## config.mk

```make
export PLATFORM = sky130hd
export DESIGN_NAME = rtccs_top
export DESIGN_NICKNAME = d
export VERILOG_FILES = /design/src/verilog/rtccs_pkg.sv /design/src/verilog/rtccs_top.sv
export VERILOG_INCLUDE_DIRS = /design/src /design/src/verilog
export SDC_FILE = /design/constraint.sdc
export NUM_CORES = 1
export LEC_CHECK = 0
export ABC_AREA = 1
export BUFFER_PORTS_ARGS = -buffer_cell sky130_fd_sc_hd__buf_4
export CAP_MARGIN = 0
export CORE_AREA = 2 2 129 131
export DETAILED_ROUTE_END_ITERATION = 8
export DIE_AREA = 0 0 131 133
export PLACE_DENSITY_LB_ADDON = 0.05
export RECOVER_POWER = 100
export SLEW_MARGIN = 0
export SYNTH_ARGS = -nofsm -noshare
export SYNTH_HDL_FRONTEND = slang
export SYNTH_SLANG_ARGS = --single-unit
```

## constraint.sdc

```tcl
create_clock -name clock -period 4.3 [get_ports clock]
set_clock_uncertainty 0.1 [all_clocks]
set_input_delay 0 -clock clock [delete_from_list [all_inputs] [get_ports clock]]
set_output_delay 0 -clock clock [all_outputs]
set_load 0.005 [all_outputs]
```

## src/verilog/rtccs_cfg.svh

```systemverilog
// Constants of the timekeeper control and status block: offsets, fields, reset values.
// Assumes a 32-bit APB with byte addresses equal to four times the register index.
// Behaviour
// - Wake clock choice 000..011 divides kernel clock by 16, 8, 4, 2.
// - Choice 10x counts one-second ticks; 11x also adds 0x10000 to the count.
// - Wake clock choice and hour format change only when allowed.
// - Enables register: wake irq bit 6, alarm irq 4, wake timer 2, alarm 0.
// - Calibration pin driven when enabled; rate bit picks 512 Hz or 1 Hz.
// - Alarm pin source: 00 off, 01 alarm flag, 11 wake flag, 10 reserved.
// - Alarm pin high on selected flag, or low when active-low bit set.
// - Daylight saving memo bit is plain software storage.
// - Hour plus and minus one act outside setup mode, read as zero.
// - Setup request stops calendar counters; clearing restarts them.
// - Setup acknowledge set only while in setup mode and updates allowed.
// - Shadow synced sets on copy, clears in setup mode or by writing zero.
// - Calendar was set reports year field nonzero.
// - Shift pending sets on shift low write, clears on completion, not writable.
// - Wake write allowed rises after wake timer disabled, low otherwise.
// - Calibration low write sets recal pending until new settings take effect.
// - Alarm write allowed follows alarm disabled.
// - Tamper flags at bits 7, 6, 5 for inputs 3, 2, 1; cleared writing zero.
// - Wake flag sets when down-counter reaches zero; cleared writing zero.
// - Alarm match flag sets on time and date match; cleared writing zero.
// - Writing zero to an event flag clears it about two cycles later.
// - Wake flag asserts every reload value plus one wake clock periods.
`ifndef RTCCS_CFG_SVH
`define RTCCS_CFG_SVH
`define RTCCS_IDX_CTRL1 8'h08
`define RTCCS_IDX_ENABLES 8'h09
`define RTCCS_IDX_OUTPUTS 8'h0a
`define RTCCS_IDX_STATUS 8'h0c
`define RTCCS_IDX_EVENTS 8'h0d
`define RTCCS_IDX_WAKE_HI 8'h14
`define RTCCS_IDX_WAKE_LO 8'h15
`define RTCCS_BIT_WAKE_IRQ 6
`define RTCCS_BIT_ALARM_IRQ 4
`define RTCCS_BIT_WAKE_ON 2
`define RTCCS_BIT_ALARM_ON 0
`define RTCCS_ENABLES_MASK 8'h55
`define RTCCS_CTRL1_MASK 8'h77
`define RTCCS_BIT_FMT 6
`define RTCCS_BIT_INIT 7
`define RTCCS_BIT_SYNC 5
`define RTCCS_BIT_WAKE_EVT 2
`define RTCCS_BIT_ALARM_EVT 0
`define RTCCS_EVENTS_MASK 8'he5
`define RTCCS_RESET_BYTE 8'h00
`define RTCCS_WAKE_RESET 16'hffff
`define RTCCS_CLEAR_DELAY 2
`define RTCCS_EXTRA_COUNT 17'h10000
`endif

```

## src/verilog/rtccs_pkg.sv

```systemverilog
// Types of the timekeeper control and status block.
// Assumes the constants header is compiled alongside.
package rtccs_pkg;
	typedef enum logic [1:0] {RTCCS_PIN_OFF, RTCCS_PIN_ALARM, RTCCS_PIN_RSVD, RTCCS_PIN_WAKE} rtccs_pin_src_t;
	typedef enum {RTCCS_RUN, RTCCS_SETUP_WAIT, RTCCS_SETUP} rtccs_mode_t;
endpackage

```

## src/verilog/rtccs_top.sv

```systemverilog
// Control and status registers of the timekeeper with wakeup timer and pin routing.
// Assumes calendar, prescalers, shift, calibration and tamper logic sit outside on this clock.
`timescale 1ns/1ps
`default_nettype none
`include "rtccs_cfg.svh"
module rtccs_top #(
	parameter int SETUP_DELAY = 2
) (
	// Clock and reset.
	input wire logic clock,
	input wire logic arst_n,
	// APB slave.
	input wire logic psel,
	input wire logic penable,
	input wire logic pwrite,
	input wire logic [7:0] paddr,
	input wire logic [31:0] pwdata,
	output logic [31:0] prdata,
	output logic pready,
	output logic pslverr,
	// Kernel clock enable and calendar side signals.
	input wire logic kernelTick,
	input wire logic oneHzTick,
	input wire logic shadowCopied,
	input wire logic shadowBypass,
	input wire logic [7:0] yearField,
	input wire logic shiftLowWritten,
	input wire logic shiftDone,
	input wire logic calibLowWritten,
	input wire logic calibApplied,
	input wire logic alarmMatch,
	input wire logic [2:0] tamperEvent,
	input wire logic calib512Hz,
	input wire logic calib1Hz,
	// Outputs to calendar and pins.
	output logic calendarStopped,
	output logic hourPlusPulse,
	output logic hourMinusPulse,
	output logic hourFormatPm,
	output logic wakeIrqEnable,
	output logic alarmIrqEnable,
	output logic alarmEnable,
	output logic alarmPin,
	output logic calibOutPin
);
	import rtccs_pkg::*;
	initial begin
		if (SETUP_DELAY < 1 || SETUP_DELAY > 255) $error("SETUP_DELAY out of range");
	end

	////////////////////////////////////////////////////////////////////////////////
	logic rstMeta_reg, rst_n_reg;
	always_ff @(posedge clock or negedge arst_n) begin
		if (!arst_n) begin
			rstMeta_reg <= 1'b0;
			rst_n_reg <= 1'b0;
		end else begin
			rstMeta_reg <= 1'b1;
			rst_n_reg <= rstMeta_reg;
		end
	end

	////////////////////////////////////////////////////////////////////////////////
	// Every access completes in its first access cycle: pready is registered from the setup phase (psel and not penable).
	logic wrEn, rdEn;
	assign wrEn = psel && penable && pwrite;
	assign rdEn = psel && penable && !pwrite;

	function automatic logic hit(input logic [7:0] a, input logic [7:0] idx);
		hit = (a[1:0] == 2'b00) && (a[7:2] == idx[5:0]);
	endfunction

	logic [7:0] ctrl1_reg, enables_reg, outputs_reg, events_reg;
	logic [15:0] wakeReload_reg;
	logic initReq_reg, setupAck_reg, synced_reg, shiftPend_reg, recalPend_reg;
	logic wakeWriteOk_reg, alarmWriteOk_reg;
	rtccs_mode_t mode_reg;
	logic [7:0] setupCnt_reg;
	logic [7:0] clrMask_reg;
	logic [7:0] wd;
	assign wd = pwdata[7:0];

	// first control register; clock choice and hour format bits guarded
	always_ff @(posedge clock or negedge rst_n_reg) begin
		if (!rst_n_reg) begin
			ctrl1_reg <= `RTCCS_RESET_BYTE;
		end else if (wrEn && hit(paddr, `RTCCS_IDX_CTRL1)) begin
			ctrl1_reg[5:3] <= wd[5:3] & 3'b110;
			if (!enables_reg[`RTCCS_BIT_WAKE_ON] && wakeWriteOk_reg) begin
				ctrl1_reg[2:0] <= wd[2:0];
			end
			if (initReq_reg && setupAck_reg) begin
				ctrl1_reg[`RTCCS_BIT_FMT] <= wd[`RTCCS_BIT_FMT];
			end
		end
	end

	// enables register with reserved bits zero
	always_ff @(posedge clock or negedge rst_n_reg) begin
		if (!rst_n_reg) begin
			enables_reg <= `RTCCS_RESET_BYTE;
		end else if (wrEn && hit(paddr, `RTCCS_IDX_ENABLES)) begin
			enables_reg <= wd & `RTCCS_ENABLES_MASK;
		end
	end

	// memo bit is stored; action bits are never stored
	always_ff @(posedge clock or negedge rst_n_reg) begin
		if (!rst_n_reg) begin
			outputs_reg <= `RTCCS_RESET_BYTE;
			hourPlusPulse <= 1'b0;
			hourMinusPulse <= 1'b0;
		end else begin
			hourPlusPulse <= 1'b0;
			hourMinusPulse <= 1'b0;
			if (wrEn && hit(paddr, `RTCCS_IDX_OUTPUTS)) begin
				outputs_reg <= {wd[7:2], 2'b00};
				// hour adjust only outside setup mode
				hourPlusPulse <= wd[0] && !initReq_reg;
				hourMinusPulse <= wd[1] && !initReq_reg;
			end
		end
	end

	// Wake reload value, writable under the same guard as the clock choice.
	always_ff @(posedge clock or negedge rst_n_reg) begin
		if (!rst_n_reg) begin
			wakeReload_reg <= `RTCCS_WAKE_RESET;
		end else if (wrEn && !enables_reg[`RTCCS_BIT_WAKE_ON] && wakeWriteOk_reg) begin
			if (hit(paddr, `RTCCS_IDX_WAKE_HI)) wakeReload_reg[15:8] <= wd;
			if (hit(paddr, `RTCCS_IDX_WAKE_LO)) wakeReload_reg[7:0] <= wd;
		end
	end

	////////////////////////////////////////////////////////////////////////////////
	// setup request and acknowledge after a short settling delay
	always_ff @(posedge clock or negedge rst_n_reg) begin
		if (!rst_n_reg) begin
			initReq_reg <= 1'b0;
			mode_reg <= RTCCS_RUN;
			setupCnt_reg <= 8'h00;
			setupAck_reg <= 1'b0;
		end else begin
			if (wrEn && hit(paddr, `RTCCS_IDX_STATUS)) initReq_reg <= wd[`RTCCS_BIT_INIT];
			unique case (mode_reg)
				RTCCS_RUN: begin
					setupAck_reg <= 1'b0;
					if (initReq_reg) begin
						mode_reg <= RTCCS_SETUP_WAIT;
						setupCnt_reg <= 8'h00;
					end
				end
				RTCCS_SETUP_WAIT: begin
					setupCnt_reg <= setupCnt_reg + 8'h01;
					if (!initReq_reg) begin
						mode_reg <= RTCCS_RUN;
					end else if (setupCnt_reg == 8'(SETUP_DELAY - 1)) begin
						mode_reg <= RTCCS_SETUP;
						setupAck_reg <= 1'b1;
					end
				end
				RTCCS_SETUP: begin
					if (!initReq_reg) begin
						mode_reg <= RTCCS_RUN;
						setupAck_reg <= 1'b0;
					end
				end
			endcase
		end
	end

	// shadow synced, set wins over software clear
	always_ff @(posedge clock or negedge rst_n_reg) begin
		if (!rst_n_reg) begin
			synced_reg <= 1'b0;
		end else if (initReq_reg) begin
			synced_reg <= 1'b0;
		end else if (shadowCopied && !shadowBypass) begin
			synced_reg <= 1'b1;
		end else if (wrEn && hit(paddr, `RTCCS_IDX_STATUS) && !wd[`RTCCS_BIT_SYNC]) begin
			synced_reg <= 1'b0;
		end
	end

	always_ff @(posedge clock or negedge rst_n_reg) begin
		if (!rst_n_reg) begin
			shiftPend_reg <= 1'b0;
			recalPend_reg <= 1'b0;
		end else begin
			if (shiftLowWritten) shiftPend_reg <= 1'b1;
			else if (shiftDone) shiftPend_reg <= 1'b0;
			if (calibLowWritten) recalPend_reg <= 1'b1;
			else if (calibApplied) recalPend_reg <= 1'b0;
		end
	end

	// wake write allowed; alarm write allowed
	always_ff @(posedge clock or negedge rst_n_reg) begin
		if (!rst_n_reg) begin
			wakeWriteOk_reg <= 1'b0;
			alarmWriteOk_reg <= 1'b0;
		end else begin
			wakeWriteOk_reg <= !enables_reg[`RTCCS_BIT_WAKE_ON] && kernelTick
				? 1'b1 : (enables_reg[`RTCCS_BIT_WAKE_ON] ? 1'b0 : wakeWriteOk_reg);
			alarmWriteOk_reg <= !enables_reg[`RTCCS_BIT_ALARM_ON];
		end
	end

	////////////////////////////////////////////////////////////////////////////////
	// kernel clock divider giving /2, /4, /8, /16 enables
	logic [3:0] kdiv_reg;
	logic wakeTick;
	always_ff @(posedge clock or negedge rst_n_reg) begin
		if (!rst_n_reg) kdiv_reg <= 4'h0;
		else if (kernelTick) kdiv_reg <= kdiv_reg + 4'h1;
	end
	always_comb begin
		unique case (ctrl1_reg[2:0])
			3'b000: wakeTick = kernelTick && (kdiv_reg == 4'hf);
			3'b001: wakeTick = kernelTick && (kdiv_reg[2:0] == 3'h7);
			3'b010: wakeTick = kernelTick && (kdiv_reg[1:0] == 2'h3);
			3'b011: wakeTick = kernelTick && kdiv_reg[0];
			// one-second tick for 10x and 11x
			default: wakeTick = oneHzTick;
		endcase
	end

	// reload with optional extra count; idle while off. period is reload+1.
	logic [16:0] wakeCnt_reg, reloadFull;
	logic wakeHit;
	assign reloadFull = {1'b0, wakeReload_reg} + (ctrl1_reg[2:1] == 2'b11 ? `RTCCS_EXTRA_COUNT : 17'h0);
	assign wakeHit = enables_reg[`RTCCS_BIT_WAKE_ON] && wakeTick && (wakeCnt_reg == 17'h0);
	always_ff @(posedge clock or negedge rst_n_reg) begin
		if (!rst_n_reg) wakeCnt_reg <= 17'h0;
		else if (!enables_reg[`RTCCS_BIT_WAKE_ON]) wakeCnt_reg <= reloadFull;
		else if (wakeTick) wakeCnt_reg <= (wakeCnt_reg == 17'h0) ? reloadFull : wakeCnt_reg - 17'h1;
	end

	////////////////////////////////////////////////////////////////////////////////
	// software zeros take effect two cycles after the write
	logic [7:0] zeroMask;
	assign zeroMask = (wrEn && hit(paddr, `RTCCS_IDX_EVENTS)) ? (~wd & `RTCCS_EVENTS_MASK) : 8'h00;
	always_ff @(posedge clock or negedge rst_n_reg) begin
		if (!rst_n_reg) clrMask_reg <= 8'h00;
		else clrMask_reg <= zeroMask;
	end
	logic [7:0] clrLate_reg;
	always_ff @(posedge clock or negedge rst_n_reg) begin
		if (!rst_n_reg) clrLate_reg <= 8'h00;
		else clrLate_reg <= clrMask_reg;
	end

	// event flags, a new event wins over a pending clear
	logic [7:0] setMask;
	assign setMask = {tamperEvent[2], tamperEvent[1], tamperEvent[0], 2'b00,
		wakeHit, 1'b0, alarmMatch && enables_reg[`RTCCS_BIT_ALARM_ON]};
	always_ff @(posedge clock or negedge rst_n_reg) begin
		if (!rst_n_reg) events_reg <= `RTCCS_RESET_BYTE;
		else events_reg <= ((events_reg & ~clrLate_reg) | setMask) & `RTCCS_EVENTS_MASK;
	end

	////////////////////////////////////////////////////////////////////////////////
	// Read mux and pin outputs.
	always_ff @(posedge clock or negedge rst_n_reg) begin
		if (!rst_n_reg) begin
			prdata <= 32'h0;
			pready <= 1'b0;
			pslverr <= 1'b0;
		end else begin
			pready <= psel && !penable;
			pslverr <= 1'b0;
			prdata <= 32'h0;
			if (psel && !penable && !pwrite) begin
				if (hit(paddr, `RTCCS_IDX_CTRL1)) prdata[7:0] <= ctrl1_reg & `RTCCS_CTRL1_MASK;
				else if (hit(paddr, `RTCCS_IDX_ENABLES)) prdata[7:0] <= enables_reg;
				else if (hit(paddr, `RTCCS_IDX_OUTPUTS)) prdata[7:0] <= outputs_reg;
				// calendar was set from year field
				else if (hit(paddr, `RTCCS_IDX_STATUS)) prdata[7:0] <= {initReq_reg, setupAck_reg,
					synced_reg, yearField != 8'h00, shiftPend_reg, wakeWriteOk_reg,
					recalPend_reg, alarmWriteOk_reg};
				else if (hit(paddr, `RTCCS_IDX_EVENTS)) prdata[7:0] <= events_reg;
				else if (hit(paddr, `RTCCS_IDX_WAKE_HI)) prdata[7:0] <= wakeReload_reg[15:8];
				else if (hit(paddr, `RTCCS_IDX_WAKE_LO)) prdata[7:0] <= wakeReload_reg[7:0];
				else pslverr <= 1'b1;
			end else if (psel && !penable) begin
				pslverr <= !(hit(paddr, `RTCCS_IDX_CTRL1) || hit(paddr, `RTCCS_IDX_ENABLES)
					|| hit(paddr, `RTCCS_IDX_OUTPUTS) || hit(paddr, `RTCCS_IDX_STATUS)
					|| hit(paddr, `RTCCS_IDX_EVENTS) || hit(paddr, `RTCCS_IDX_WAKE_HI)
					|| hit(paddr, `RTCCS_IDX_WAKE_LO));
			end
		end
	end

	rtccs_pin_src_t pinSrc;
	logic pinFlag;
	assign pinSrc = rtccs_pin_src_t'(outputs_reg[6:5]);
	always_comb begin
		unique case (pinSrc)
			RTCCS_PIN_ALARM: pinFlag = events_reg[`RTCCS_BIT_ALARM_EVT];
			RTCCS_PIN_WAKE: pinFlag = events_reg[`RTCCS_BIT_WAKE_EVT];
			RTCCS_PIN_OFF, RTCCS_PIN_RSVD: pinFlag = 1'b0;
		endcase
	end
	always_ff @(posedge clock or negedge rst_n_reg) begin
		if (!rst_n_reg) begin
			alarmPin <= 1'b0;
			calibOutPin <= 1'b0;
			calendarStopped <= 1'b0;
			hourFormatPm <= 1'b0;
			wakeIrqEnable <= 1'b0;
			alarmIrqEnable <= 1'b0;
			alarmEnable <= 1'b0;
		end else begin
			alarmPin <= pinFlag ^ outputs_reg[4];
			calibOutPin <= outputs_reg[7] && (outputs_reg[3] ? calib1Hz : calib512Hz);
			calendarStopped <= initReq_reg;
			hourFormatPm <= ctrl1_reg[`RTCCS_BIT_FMT];
			wakeIrqEnable <= enables_reg[`RTCCS_BIT_WAKE_IRQ];
			alarmIrqEnable <= enables_reg[`RTCCS_BIT_ALARM_IRQ];
			alarmEnable <= enables_reg[`RTCCS_BIT_ALARM_ON];
		end
	end
endmodule
`default_nettype wire
```

== After elaboration in Yosys (flattened, before gate mapping) ==
Cells that the tools add are included.

* Register bits: 142
* Input bits: 67
* Output and inout bits: 43
* Word-level logic and storage cells: 183

* Add/sub/neg operators: 4
* Eq/ne operators: 26
* Multiplexer cells: 47
* Bitwise gates (word level): 5
* Reduce and logical (&&, ||, !) cells: 66

{| class="wikitable"
|+ Operator list
! kind !! number
|-
| two-way mux 32 bit || 4
|-
| case mux 32 bit (3 select lines) || 1
|-
| two-way mux 8 bit || 10
|-
| two-way mux 17 bit || 4
|-
| logical AND 1 bit || 33
|-
| equality test 32 x 1 -> 1 bit (second input constant) || 1
|-
| equality test 32 x 2 -> 1 bit (second input constant) || 1
|-
| zero test 32 bit || 1
|-
| equality test 6 x 4 -> 1 bit (second input constant) || 5
|-
| two-way mux 1 bit || 24
|-
| adder 16 x 17 -> 17 bit || 1
|-
| zero test 17 bit || 1
|-
| subtractor 17 x 1 -> 17 bit (second input constant) || 1
|-
| NOT 8 bit || 2
|-
| case mux 8 bit (2 select lines) || 1
|-
| equality test 6 x 5 -> 1 bit (second input constant) || 2
|-
| AND reduction 2 bit || 5
|-
| adder 8 x 1 -> 8 bit (second input constant) || 1
|-
| AND 8 bit || 1
|-
| equality test 2 bit (second input constant) || 4
|-
| equality test 8 x 1 -> 1 bit (second input constant) || 1
|-
| zero test 1 bit || 8
|-
| inequality test 2 bit (second input constant) || 4
|-
| bitwise OR 8 bit || 1
|-
| 19 further kinds || 31
|}

== Longest topological paths before layout ==
Gate-level depths: netlist of run 1.

* Depth in word-level cells: 11
* Mapped depth: 11
* Depth with buffers taken out: 11

== Least setup slack after synthesis of run 1 ==
Ideal clock, no wire load.

* Path type: register -> register
* Start: register mode_reg[1]
* End: register setupCnt_reg[5]
* Library setup time: 72 ps
* Arrival time: 1483 ps
* Data required time: 4128 ps
* Path slack: 2645 ps
* Cell stages (with the launch flop): 12
* Path buffers: 1
* Clock period less this slack: 1655 ps
* Path through: dfrtp_1 > inv_1 > ha_1 > clkbuf_1 > o21ai_2 > nor2_1 > nand2_1 > nor2_1 > nand2_1 > nand2_1 > o21ai_0 > nor2_1

* Word-level cells in the longest chain between the ends: 3
* Elaborated cells on any way between the ends: 6
* Classes of those cells: eq/ne (2); mux (1); reduce/logical (3)

{| class="wikitable"
|+ Ends and longest elaborated chain
! item !! line !! RTL
|-
| start, declared || rtccs_top.sv:77 || <nowiki>rtccs_mode_t mode_reg;</nowiki>
|-
| start signal, assigned || rtccs_top.sv:140 || <nowiki>mode_reg <= RTCCS_RUN;</nowiki>
|-
| start signal, assigned || rtccs_top.sv:149 || <nowiki>mode_reg <= RTCCS_SETUP_WAIT;</nowiki>
|-
| start signal, assigned || rtccs_top.sv:156 || <nowiki>mode_reg <= RTCCS_RUN;</nowiki>
|-
| equality test 32 x 1 -> 1 bit / zero test 32 bit (equally long branches) || rtccs_top.sv:145 || <nowiki>unique case (mode_reg)</nowiki>
|-
| nonzero test 2 bit (no source line) / inequality test 2 bit (equally long branches) || - ||
|-
| AND reduction 2 bit (no source line) || - ||
|-
| end signal, assigned || rtccs_top.sv:154 || <nowiki>setupCnt_reg <= setupCnt_reg + 8'h01;</nowiki>
|-
| end, declared || rtccs_top.sv:78 || <nowiki>logic [7:0] setupCnt_reg;</nowiki>
|}

Parallel ways exist; a longest one is shown, timed or not.
A chain may end at the register's enable or synchronous reset.

== Worst setup path after layout of run 1 ==
* Start: register wakeCnt_reg[0]
* End: register wakeCnt_reg[13]

* Word-level cells in the longest chain between the ends: 4
* Elaborated cells on any way between the ends: 5
* Classes of those cells: add/sub (1); mux (3); reduce/logical (1)

{| class="wikitable"
|+ Ends and longest elaborated chain
! item !! line !! RTL
|-
| start, declared || rtccs_top.sv:229 || <nowiki>logic [16:0] wakeCnt_reg, reloadFull;</nowiki>
|-
| start signal, assigned || rtccs_top.sv:235 || <nowiki>else if (!enables_reg[`RTCCS_BIT_WAKE_ON]) wakeCnt_reg <= reloadFull;</nowiki>
|-
| start signal, assigned || rtccs_top.sv:236 || <nowiki>else if (wakeTick) wakeCnt_reg <= (wakeCnt_reg == 17'h0) ? reloadFull : wakeCnt_reg - 17'h1;</nowiki>
|-
| subtractor 17 x 1 -> 17 bit / zero test 17 bit (equally long branches) || rtccs_top.sv:236 ||
|-
| two-way mux 17 bit (*) (2 in a row) || rtccs_top.sv:236 ||
|-
| two-way mux 17 bit (*) || rtccs_top.sv:235 ||
|}

Every way passes the cells marked *; elsewhere a longest branch is shown, timed or not. The select of a mux whose other input is x is not followed.

==> impl_results.rst, run 1 <==
.. list-table::
   :header-rows: 1

   * - Metric
     - Value
   * - Outcome
     - finished, final reports clean
   * - Post-Synthesis Cells
     - 676
   * - Final weighted congestion of routability-driven global placement
     - about 0.83
   * - Data required, critical path
     - between 4 and 5 ns
   * - Highest-delay cell along the critical path
     - sky130_fd_sc_hd__a21oi_1
   * - Number of inserted diodes
     - 0
   * - Final Hold Vio Count
     - 0
   * - Final std cell area, no fill
     - 6584 µm²
   * - Fraction of registers with async set or reset after synthesis
     - 1.000
   * - Leak Pwr
     - roughly 3.3 nW
   * - Die height
     - 133 µm
   * - Max Clk Rate
     - 0.3706 GHz
   * - Count of routing violations after the opening detailed-route iteration
     - between 200 and 300
   * - Top post-synthesis cells by count
     - sky130_fd_sc_hd__nand2_1, sky130_fd_sc_hd__dfrtp_1, sky130_fd_sc_hd__inv_1
   * - Series of cell instances along the critical path
     - inv_1 > ha_1 > nand3_1 > nor2_1 > a21oi_1 > o21ai_0 > o21ai_0
   * - Count of cells along the worst register-to-register path
     - 7
   * - H-tree levels
     - 3
   * - Prevailing post-synth register cell
     - sky130_fd_sc_hd__dfrtp_1
   * - WHS Endpoint
     - prdata[3]
   * - Worst Path Class, Setup
     - reg2reg
   * - DR vias/cell
     - between 4 and 5
   * - Initial standard-cell utilization of the core
     - 0.3409
   * - Yosys reg bits
     - 106
   * - CTS buffer count
     - 9
   * - Clock latency on the worst-skew pair
     - roughly 0.36 ns
   * - Data arrival time of the worst path
     - around 2.9 ns
   * - Shortest period the worst path allows
     - approximately 2.7 ns
   * - Combined global-route utilization of all metal layers
     - 0.1720
   * - # rows
     - 47
   * - Total of cells resized after clock tree synthesis
     - 0
   * - Filler Cells Inserted
     - ~1.7k
   * - CP Capture Type
     - flip-flop
   * - # DRC
     - 0
   * - Count of maximum capacitance violations
     - 0
   * - Tightest slew margin relative to the limit
     - 0.06695
   * - I/O pin count
     - 110
   * - Largest net degree at the start of global routing
     - 74
   * - Register-to-register setup slack
     - 1.60 ns
   * - Std-Cell Core Area
     - roughly 16000 µm²
   * - Worst hold path type
     - in2reg
   * - Number of synthesized flops with an enable pin
     - 0
   * - Die extent in x
     - 131 µm
   * - DIE AREA
     - between 15000 and 20000 µm²
   * - Final worst-path cycle share
     - 0.6275
   * - R2R Path Start
     - wakeCnt_reg[0]
   * - Via count of the first global-routing pass
     - between 4k and 5k
   * - Worst Path Max Fanout
     - 19
   * - Setup repair after global routing missed its margin
     - false
   * - Layout Area Growth over Synthesis
     - 19.43%
   * - Total detailed-routing wirelength
     - ~14 mm
   * - Critical path's largest stage delay
     - between 1 and 1.5 ns
   * - Yosys warning total
     - 0
   * - Post-synth cell types
     - 38
   * - Average wire length per cell after detail routing
     - ~14 µm
   * - Synth area leader
     - sky130_fd_sc_hd__dfrtp_1
   * - Number of antenna violations at the first check in global routing
     - 0
   * - Summed negative setup slack over all endpoints
     - 0 ns
   * - # setup viols final
     - 0
   * - Worst path most repeated cell
     - sky130_fd_sc_hd__o21ai_0
   * - Top cell type's share of synthesized area
     - 0.4085
   * - Worst Hold Launch
     - paddr[0]
   * - Critical R2R Capture
     - wakeCnt_reg[13]
   * - First-pass GRT wire length
     - roughly 23 mm
   * - Fraction of layout cells with a size suffix above 1
     - 0.1479
   * - Worst hold stages
     - 6
   * - Area of the mapped netlist
     - around 5500 µm²
   * - Number of detailed-route iterations in the first pass
     - 5
   * - Post-CTS Repair Setup Buffers
     - 0
   * - Flip-flop count of the largest register after layout
     - 17
   * - Total of buffers placed on input and output ports
     - 61
   * - Power density relative to cell area
     - about 350 nW/µm²
   * - Overflow left after global routing
     - 0
   * - Total number of vias
     - about 4.6k
   * - Area of all sequential standard cells
     - roughly 2700 µm²
   * - Crit path launch type
     - flip-flop
   * - Detail Placement HPWL
     - approximately 11 mm
   * - Mean instance size in the synthesized netlist
     - approximately 8.2 µm²
   * - Number of antenna-violating nets in the routed design
     - 0
   * - Deepest clock path buffer count
     - 2
   * - Least-Margin Pin Slew
     - about 1.4 ns
   * - Largest cells by area after synthesis
     - sky130_fd_sc_hd__dfrtp_1, sky130_fd_sc_hd__nand2_1, sky130_fd_sc_hd__dfstp_2
   * - Area of the multi-input gates
     - 2311 µm²
   * - Placed instance area
     - 6078 µm²
   * - Sequential-to-total area share from yosys stat
     - 0.4848
   * - Root cell of the clock tree
     - sky130_fd_sc_hd__clkbuf_16
   * - Clock sink total
     - about 110
   * - Net count of the finished layout
     - 842
   * - CTS tree
     - done
   * - Most used standard cell by instance count after synthesis
     - sky130_fd_sc_hd__nand2_1
   * - Number of max-slew violations in the final report
     - 0
   * - Clock transition at the register clock pins on the worst setup and hold paths after CTS
     - around 0.08 ns
   * - IR Drop Worst-Case VDD
     - between 200 and 250 µV
worst max-delay path by stage:
stage,start,end,slack [ns],cells past startpoint
after global placement,kdiv_reg[0],wakeCnt_reg[3],2.19,9
final,wakeCnt_reg[0],wakeCnt_reg[13],1.60,7
after detailed placement,kdiv_reg[0],wakeCnt_reg[3],2.17,9
after floorplan,rst_n_reg,alarmEnable,1.06,0
after global routing,wakeCnt_reg[0],wakeCnt_reg[13],1.29,7
after CTS,kdiv_reg[0],wakeCnt_reg[3],2.15,9
routing by layer:
metal	wire (µm)	track usage
met5	0	0
met4	158	0.03546
met3	471	0.04165
met2	6781	0.2694
met1	6719	0.2422
final cells by class:
| type | count | share of cell area |
|---|---|---|
| Tap cell | 220 | 0.04181 |
| Multi-Input combinational cell | 481 | 0.3510 |
| Clock inverter | 7 | 0.01121 |
| Clock buffer | 9 | 0.03421 |
| Inverter | 78 | 0.04466 |
| Timing Repair Buffer | 90 | 0.1106 |
| Sequential cell | 106 | 0.4065 |
through the flow:
stage	std cells	hold WS, ns	setup slack [ns]	util	total power [W]
2_1_floorplan	699	-0.3956	1.056	-	0.001382
3_3_place_gp	948	-0.3169	2.193	0.3759	0.001477
3_5_place_dp	948	-0.3158	2.174	0.3759	0.001485
4_1_cts	991	0.04075	2.149	0.4111	0.002347
5_1_grt	991	0.06827	1.295	0.4071	0.002447
6_report	991	0.03369	1.602	0.4071	0.002293
where the power goes:
group | internal [W] | switching (W)
sequential | 0.00105 | 0.0000599
combinational | 0.000147 | 0.000209
clock | 0.000411 | 0.000415
total | 0.00161 | 0.000684
critical path, delay by kind of cell (launching register included):
family | cells | cell delay [ns]
buffers and inverters | 1 | 0.11
AO/OA/AOI/OAI | 3 | 1.63
flip-flops | 1 | 0.41
AND/OR/NAND/NOR | 2 | 0.17
adder cells (fa/ha/maj) | 1 | 0.20
placed cells by master (no fill, tap or decap), types with 11 or more instances in the layout:
cell	synthesis	routed
sky130_fd_sc_hd__nand2_1	176	178
sky130_fd_sc_hd__dfrtp_1	90	89
sky130_fd_sc_hd__inv_1	75	76
sky130_fd_sc_hd__nor2_1	65	66
sky130_fd_sc_hd__o21ai_0	46	66
sky130_fd_sc_hd__nand3_1	42	42
sky130_fd_sc_hd__buf_4	25	41
sky130_fd_sc_hd__dlygate4sd3_1	0	27
sky130_fd_sc_hd__conb_1	2	25
sky130_fd_sc_hd__a21oi_1	23	24
sky130_fd_sc_hd__clkbuf_4	0	18
sky130_fd_sc_hd__dfstp_2	16	16
sky130_fd_sc_hd__nand4_1	11	11
kinds of logic after synthesis:
kind of cell | share of synthesized area
adder cells (fa/ha/maj) | 0.02043
XOR/XNOR | 0.01430
multiplexers | 0.001816
other | 0.001362
AO/OA/AOI/OAI | 0.1144
flip-flops | 0.4848
AND/OR/NAND/NOR | 0.2601
buffers and inverters | 0.1028
timing repair:
action	in CTS	in global routing
endpoints found under the setup margin	0	0
hold buffers	27	0
endpoints found under the hold margin	58	0
Power figures use the tool's default switching activity.
==> inputs of run 2 (changes only) <==
--- a/config.mk
+++ b/config.mk
@@ -6,12 +6,12 @@
 export SDC_FILE = /design/constraint.sdc
 export NUM_CORES = 1
 export LEC_CHECK = 0
-export ABC_AREA = 1
+export ABC_AREA = 0
 export BUFFER_PORTS_ARGS = -buffer_cell sky130_fd_sc_hd__buf_4
 export CAP_MARGIN = 0
-export CORE_AREA = 2 2 129 131
+export CORE_AREA = 2 2 127 129
 export DETAILED_ROUTE_END_ITERATION = 8
-export DIE_AREA = 0 0 131 133
+export DIE_AREA = 0 0 129 131
 export PLACE_DENSITY_LB_ADDON = 0.05
 export RECOVER_POWER = 100
 export SLEW_MARGIN = 0
==> constraint.sdc (replaced) <==
create_clock -name clock -period 2.5 [get_ports clock]
set_clock_uncertainty 0.1 [all_clocks]
set_input_delay 0 -clock clock [delete_from_list [all_inputs] [get_ports clock]]
set_output_delay 0 -clock clock [all_outputs]
set_load 0.005 [all_outputs]
==> run 2 against run 1 <==
Critical path type unchanged. Design area rose by 0.89%. Critical endpoint is now wakeCnt_reg[4]. Non-clock buffer count rose by 29. Synthesized cell count fell by 27%. Fmax rose by 11%. Via count fell by 11%. Final cell count fell by 16%. Critical path depth fell by 1. Routed wire length rose by 0.34%. Sequential cell count did not move. Power rose by 71%. Worst hold slack improved by 0.0039 ns.
==> impl_results.rst, run 2 <==
.. list-table::
   :header-rows: 1

   * - Metric
     - Value
   * - Clock latency on the worst-skew pair
     - 0.35 ns (was 0.36 ns)
   * - IR Drop Worst-Case VDD
     - 310.7 µV (was 204.1 µV)
   * - Sequential fraction of design power
     - 0.492 (was 0.485)
   * - Outcome
     - finished, final reports clean (unchanged)
   * - Flip-flop count of the largest register after layout
     - 17 (unchanged)
   * - Total detailed-routing wirelength
     - 14.18 mm (was 14.13 mm)
   * - Number of antenna violations at the first check in global routing
     - 0 (unchanged)
   * - Clock transition at the register clock pins on the worst setup and hold paths after CTS
     - 0.07 ns (was 0.08 ns)
   * - Setup WS post-layout
     - 0.06389 ns (was 1.602 ns)
   * - Setup repair after global routing missed its margin
     - false (unchanged)
   * - I/O pin count
     - 110 (unchanged)
   * - # DRC
     - 0 (unchanged)
   * - Fraction of layout cells with a size suffix above 1
     - 0.2545 (was 0.1479)
   * - Most frequent cells in the layout
     - sky130_fd_sc_hd__dfrtp_1, sky130_fd_sc_hd__buf_4, sky130_fd_sc_hd__nor2_1 (was sky130_fd_sc_hd__nand2_1, sky130_fd_sc_hd__dfrtp_1, sky130_fd_sc_hd__inv_1)
   * - Initial standard-cell utilization of the core
     - 0.3398 (was 0.3409)
   * - Via count of the first global-routing pass
     - 4068 (was 4418)
   * - Sequential-to-total area share from yosys stat
     - 0.5042 (was 0.4848)
   * - Post-CTS Repair Setup Buffers
     - 0 (unchanged)
   * - Worst hold stages
     - 5 (was 6)
   * - Final weighted congestion of routability-driven global placement
     - 0.7888 (was 0.8339)
   * - Overflow left after global routing
     - 0 (unchanged)
   * - Post-Synthesis Cells
     - 496 (was 676)
   * - Max Clk Rate
     - 0.4105 GHz (was 0.3706 GHz)
   * - CP Capture Type
     - flip-flop (unchanged)
   * - Yosys reg bits
     - 106 (unchanged)
   * - Total instance count after detailed placement
     - 780 (was 948)
   * - Number of synthesized flops with an enable pin
     - 0 (unchanged)
   * - Commonest non-fill, non-tap cell in the layout
     - sky130_fd_sc_hd__dfrtp_1 (was sky130_fd_sc_hd__nand2_1)
   * - Final worst-path cycle share
     - 0.9744 (was 0.6275)
   * - DR vias/cell
     - 4.923 (was 4.626)
   * - Prevailing post-synth register cell
     - sky130_fd_sc_hd__dfrtp_1 (unchanged)
   * - Power density relative to cell area
     - 590.7 nW/µm² (was 348.3 nW/µm²)
   * - Most used standard cell by instance count after synthesis
     - sky130_fd_sc_hd__dfrtp_1 (was sky130_fd_sc_hd__nand2_1)
   * - Filler Cells Inserted
     - 1509 (was 1679)
   * - Die extent in x
     - 129 µm (was 131 µm)
   * - Top cell type's share of synthesized area
     - 0.4249 (was 0.4085)
   * - Count of routing violations after the opening detailed-route iteration
     - 242 (was 282)
   * - # rows
     - 46 (was 47)
   * - Placed instance area
     - 6063 µm² (was 6078 µm²)
   * - CTS tree
     - done (unchanged)
   * - Net count of the finished layout
     - 684 (was 842)
   * - Net Sw Power
     - 0.001091 W (was 0.0006838 W)
   * - Number of max-slew violations in the final report
     - 0 (unchanged)
   * - DIE AREA
     - 16900 µm² (was 17420 µm²)
   * - Detail Placement HPWL
     - 10.57 mm (was 10.71 mm)
   * - Summed negative setup slack over all endpoints
     - 0 ns (unchanged)
   * - Clk pwr share
     - 0.348 (was 0.360)
   * - Final core utilization
     - 0.4259 (was 0.4071)
   * - Largest net degree at the start of global routing
     - 43 (was 74)
   * - Post-synth cell types
     - 56 (was 38)
   * - First-pass GRT wire length
     - 22.43 mm (was 23.00 mm)
   * - Mean instance size in the synthesized netlist
     - 10.69 µm² (was 8.155 µm²)
   * - Clock sink total
     - 106 (unchanged)
   * - Fraction of power consumed by combinational cells
     - 0.160 (was 0.155)
   * - Shortest period the worst path allows
     - 2.436 ns (was 2.698 ns)
   * - Total of buffers placed on input and output ports
     - 61 (unchanged)
   * - Die height
     - 131 µm (was 133 µm)
   * - Final Hold Vio Count
     - 0 (unchanged)
   * - Number of antenna-violating nets in the routed design
     - 0 (unchanged)
   * - Total number of vias
     - 4081 (was 4584)
   * - Switch share
     - 0.2779 (was 0.2982)
   * - Final std cell area, no fill
     - 6643 µm² (was 6584 µm²)
   * - Std-Cell Core Area
     - 15600 µm² (was 16170 µm²)
   * - Top post-synthesis cells by count
     - sky130_fd_sc_hd__dfrtp_1, sky130_fd_sc_hd__nor2_1, sky130_fd_sc_hd__mux2_2 (was sky130_fd_sc_hd__nand2_1, sky130_fd_sc_hd__dfrtp_1, sky130_fd_sc_hd__inv_1)
   * - Yosys warning total
     - 0 (unchanged)
   * - Leak Pwr
     - 3.070 nW (was 3.316 nW)
   * - Largest cells by area after synthesis
     - sky130_fd_sc_hd__dfrtp_1, sky130_fd_sc_hd__dfstp_2, sky130_fd_sc_hd__mux2_2 (was sky130_fd_sc_hd__dfrtp_1, sky130_fd_sc_hd__nand2_1, sky130_fd_sc_hd__dfstp_2)
   * - Dpl ws
     - 0.04524 ns (was 2.174 ns)
   * - Data required, critical path
     - 2.63 ns (was 4.47 ns)
   * - Number of detailed-route iterations in the first pass
     - 5 (unchanged)
   * - # setup viols final
     - 0 (unchanged)
   * - Number of inserted diodes
     - 0 (unchanged)
   * - Data arrival time of the worst path
     - 2.57 ns (was 2.87 ns)
   * - Count of cells along the worst register-to-register path
     - 6 (was 7)
   * - Pint
     - 0.002833 W (was 0.001610 W)
   * - Root cell of the clock tree
     - sky130_fd_sc_hd__clkbuf_16 (unchanged)
   * - Tightest slew margin relative to the limit
     - 0.02118 (was 0.06695)
   * - Worst Path Max Fanout
     - 14 (was 19)
   * - Least-Margin Pin Slew
     - 1.468 ns (was 1.400 ns)
   * - H-tree levels
     - 3 (unchanged)
   * - Average wire length per cell after detail routing
     - 17.10 µm (was 14.26 µm)
   * - Area of the mapped netlist
     - 5300 µm² (was 5513 µm²)
   * - Synth area leader
     - sky130_fd_sc_hd__dfrtp_1 (unchanged)
   * - Deepest clock path buffer count
     - 2 (unchanged)
   * - Fraction of registers with async set or reset after synthesis
     - 1.000 (unchanged)
   * - Layout Area Growth over Synthesis
     - 25.33% (was 19.43%)
   * - Worst hold path type
     - in2reg (unchanged)
   * - Number of non-filler instances in the completed layout
     - 829 (was 991)
   * - Worst Path Class, Setup
     - reg2reg (unchanged)
   * - CTS buffer count
     - 9 (unchanged)
   * - Combined global-route utilization of all metal layers
     - 0.1763 (was 0.1720)
   * - Crit path launch type
     - flip-flop (unchanged)
   * - Count of maximum capacitance violations
     - 0 (unchanged)
## run 2: cell count changes in the layout (fill, tap and decap cells not counted), moves of 12 or more
| cell | before | now |
|---|---|---|
| sky130_fd_sc_hd__o21ai_0 | 66 | 19 |
| sky130_fd_sc_hd__buf_4 | 41 | 54 |
| sky130_fd_sc_hd__a21oi_1 | 24 | 12 |
| sky130_fd_sc_hd__mux2_2 | 0 | 35 |
| sky130_fd_sc_hd__nand3_1 | 42 | 6 |
| sky130_fd_sc_hd__nand2_1 | 178 | 33 |
| sky130_fd_sc_hd__nor2_1 | 66 | 37 |
| sky130_fd_sc_hd__inv_1 | 76 | 22 |
| sky130_fd_sc_hd__mux2i_1 | 1 | 22 |
## run 2: per-layer routing
| metal | track usage | up-vias | wire, µm |
|---|---|---|---|
| li1 | - | 1964 | - |
| met1 | 0.2406 | 1980 | 6834 |
| met2 | 0.2810 | 119 | 6433 |
| met3 | 0.03094 | 18 | 641 |
| met4 | 0.06777 | 0 | 269 |
| met5 | 0 | - | 0 |
## run 2: cell type report
| type | instances | area (µm²) | share of cell area |
|---|---|---|---|
| clock inverter | 5 | 37.54 | 0.005651 |
| clock buffer | 11 | 242.7 | 0.03654 |
| timing repair buffer | 119 | 963.4 | 0.1450 |
| sequential | 106 | 2673 | 0.4023 |
| inverter | 22 | 82.58 | 0.01243 |
| tap | 216 | 270.3 | 0.04069 |
| multi-input combinational | 350 | 2374 | 0.3573 |
## run 2: worst max-delay path: stages (launching register included)
cell and delay, ns:
sky130_fd_sc_hd__dfrtp_1 0.41, sky130_fd_sc_hd__or4_1 0.57, sky130_fd_sc_hd__or4_4 0.46, sky130_fd_sc_hd__o21ai_4 0.24, sky130_fd_sc_hd__buf_12 0.19, sky130_fd_sc_hd__mux2i_2 0.25
sky130_fd_sc_hd__o2bb2ai_1 0.10
## run 2: worst paths after layout
kind	start	end	slack [ns]
max reg2reg	wakeCnt_reg[13]	wakeCnt_reg[4]	0.06
max	wakeCnt_reg[13]	wakeCnt_reg[4]	0.06
min in group asynchronous	arst_n	rst_n_reg	0.43
min	paddr[0]	prdata[6]	0.04
max in group asynchronous	rst_n_reg	pready	0.41
min reg2reg	clrMask_reg[2]	clrLate_reg[2]	0.25
## run 2: what timing repair did
action / CTS / global route
setup endpoints to repair: 0 / 8
hold endpoints to repair: 65 / 0
gates resized for setup: 0 / 4
hold buffers: 33 / 0
## run 2: logic make-up (layout without fill, tap and decap cells)
group | count (synthesis) | in the layout | synth area share
and+or+nand+nor | 156 | 156 | 0.1544
DFF | 106 | 106 | 0.5042
AOI/OAI and AO/OA | 95 | 95 | 0.1228
buffers and inverters | 63 | 157 | 0.06610
muxes | 59 | 59 | 0.1199
adders and majority gates | 9 | 9 | 0.02125
xor gates and xnor gates | 6 | 6 | 0.009915
other | 2 | 25 | 0.001417
## run 2: power groups by stage
stage | logic [W] | clock network [W] | registers (W)
after detailed placement | 0.000598 | 0 | 0.00197
after floorplan | 0.000419 | 0 | 0.00195
after global routing | 0.000717 | 0.00149 | 0.00195
after global placement | 0.000590 | 0 | 0.00197
after CTS | 0.000638 | 0.00141 | 0.00194
final | 0.000626 | 0.00137 | 0.00193
## run 2: through the flow
step / power [W] / hold WS (ns)
2_1_floorplan: 0.002374 / -0.3956
3_3_place_gp: 0.002556 / -0.3171
3_5_place_dp: 0.002566 / -0.3173
4_1_cts: 0.003987 / 0.001579
5_1_grt: 0.004166 / 0.07634
6_report: 0.003924 / 0.03757
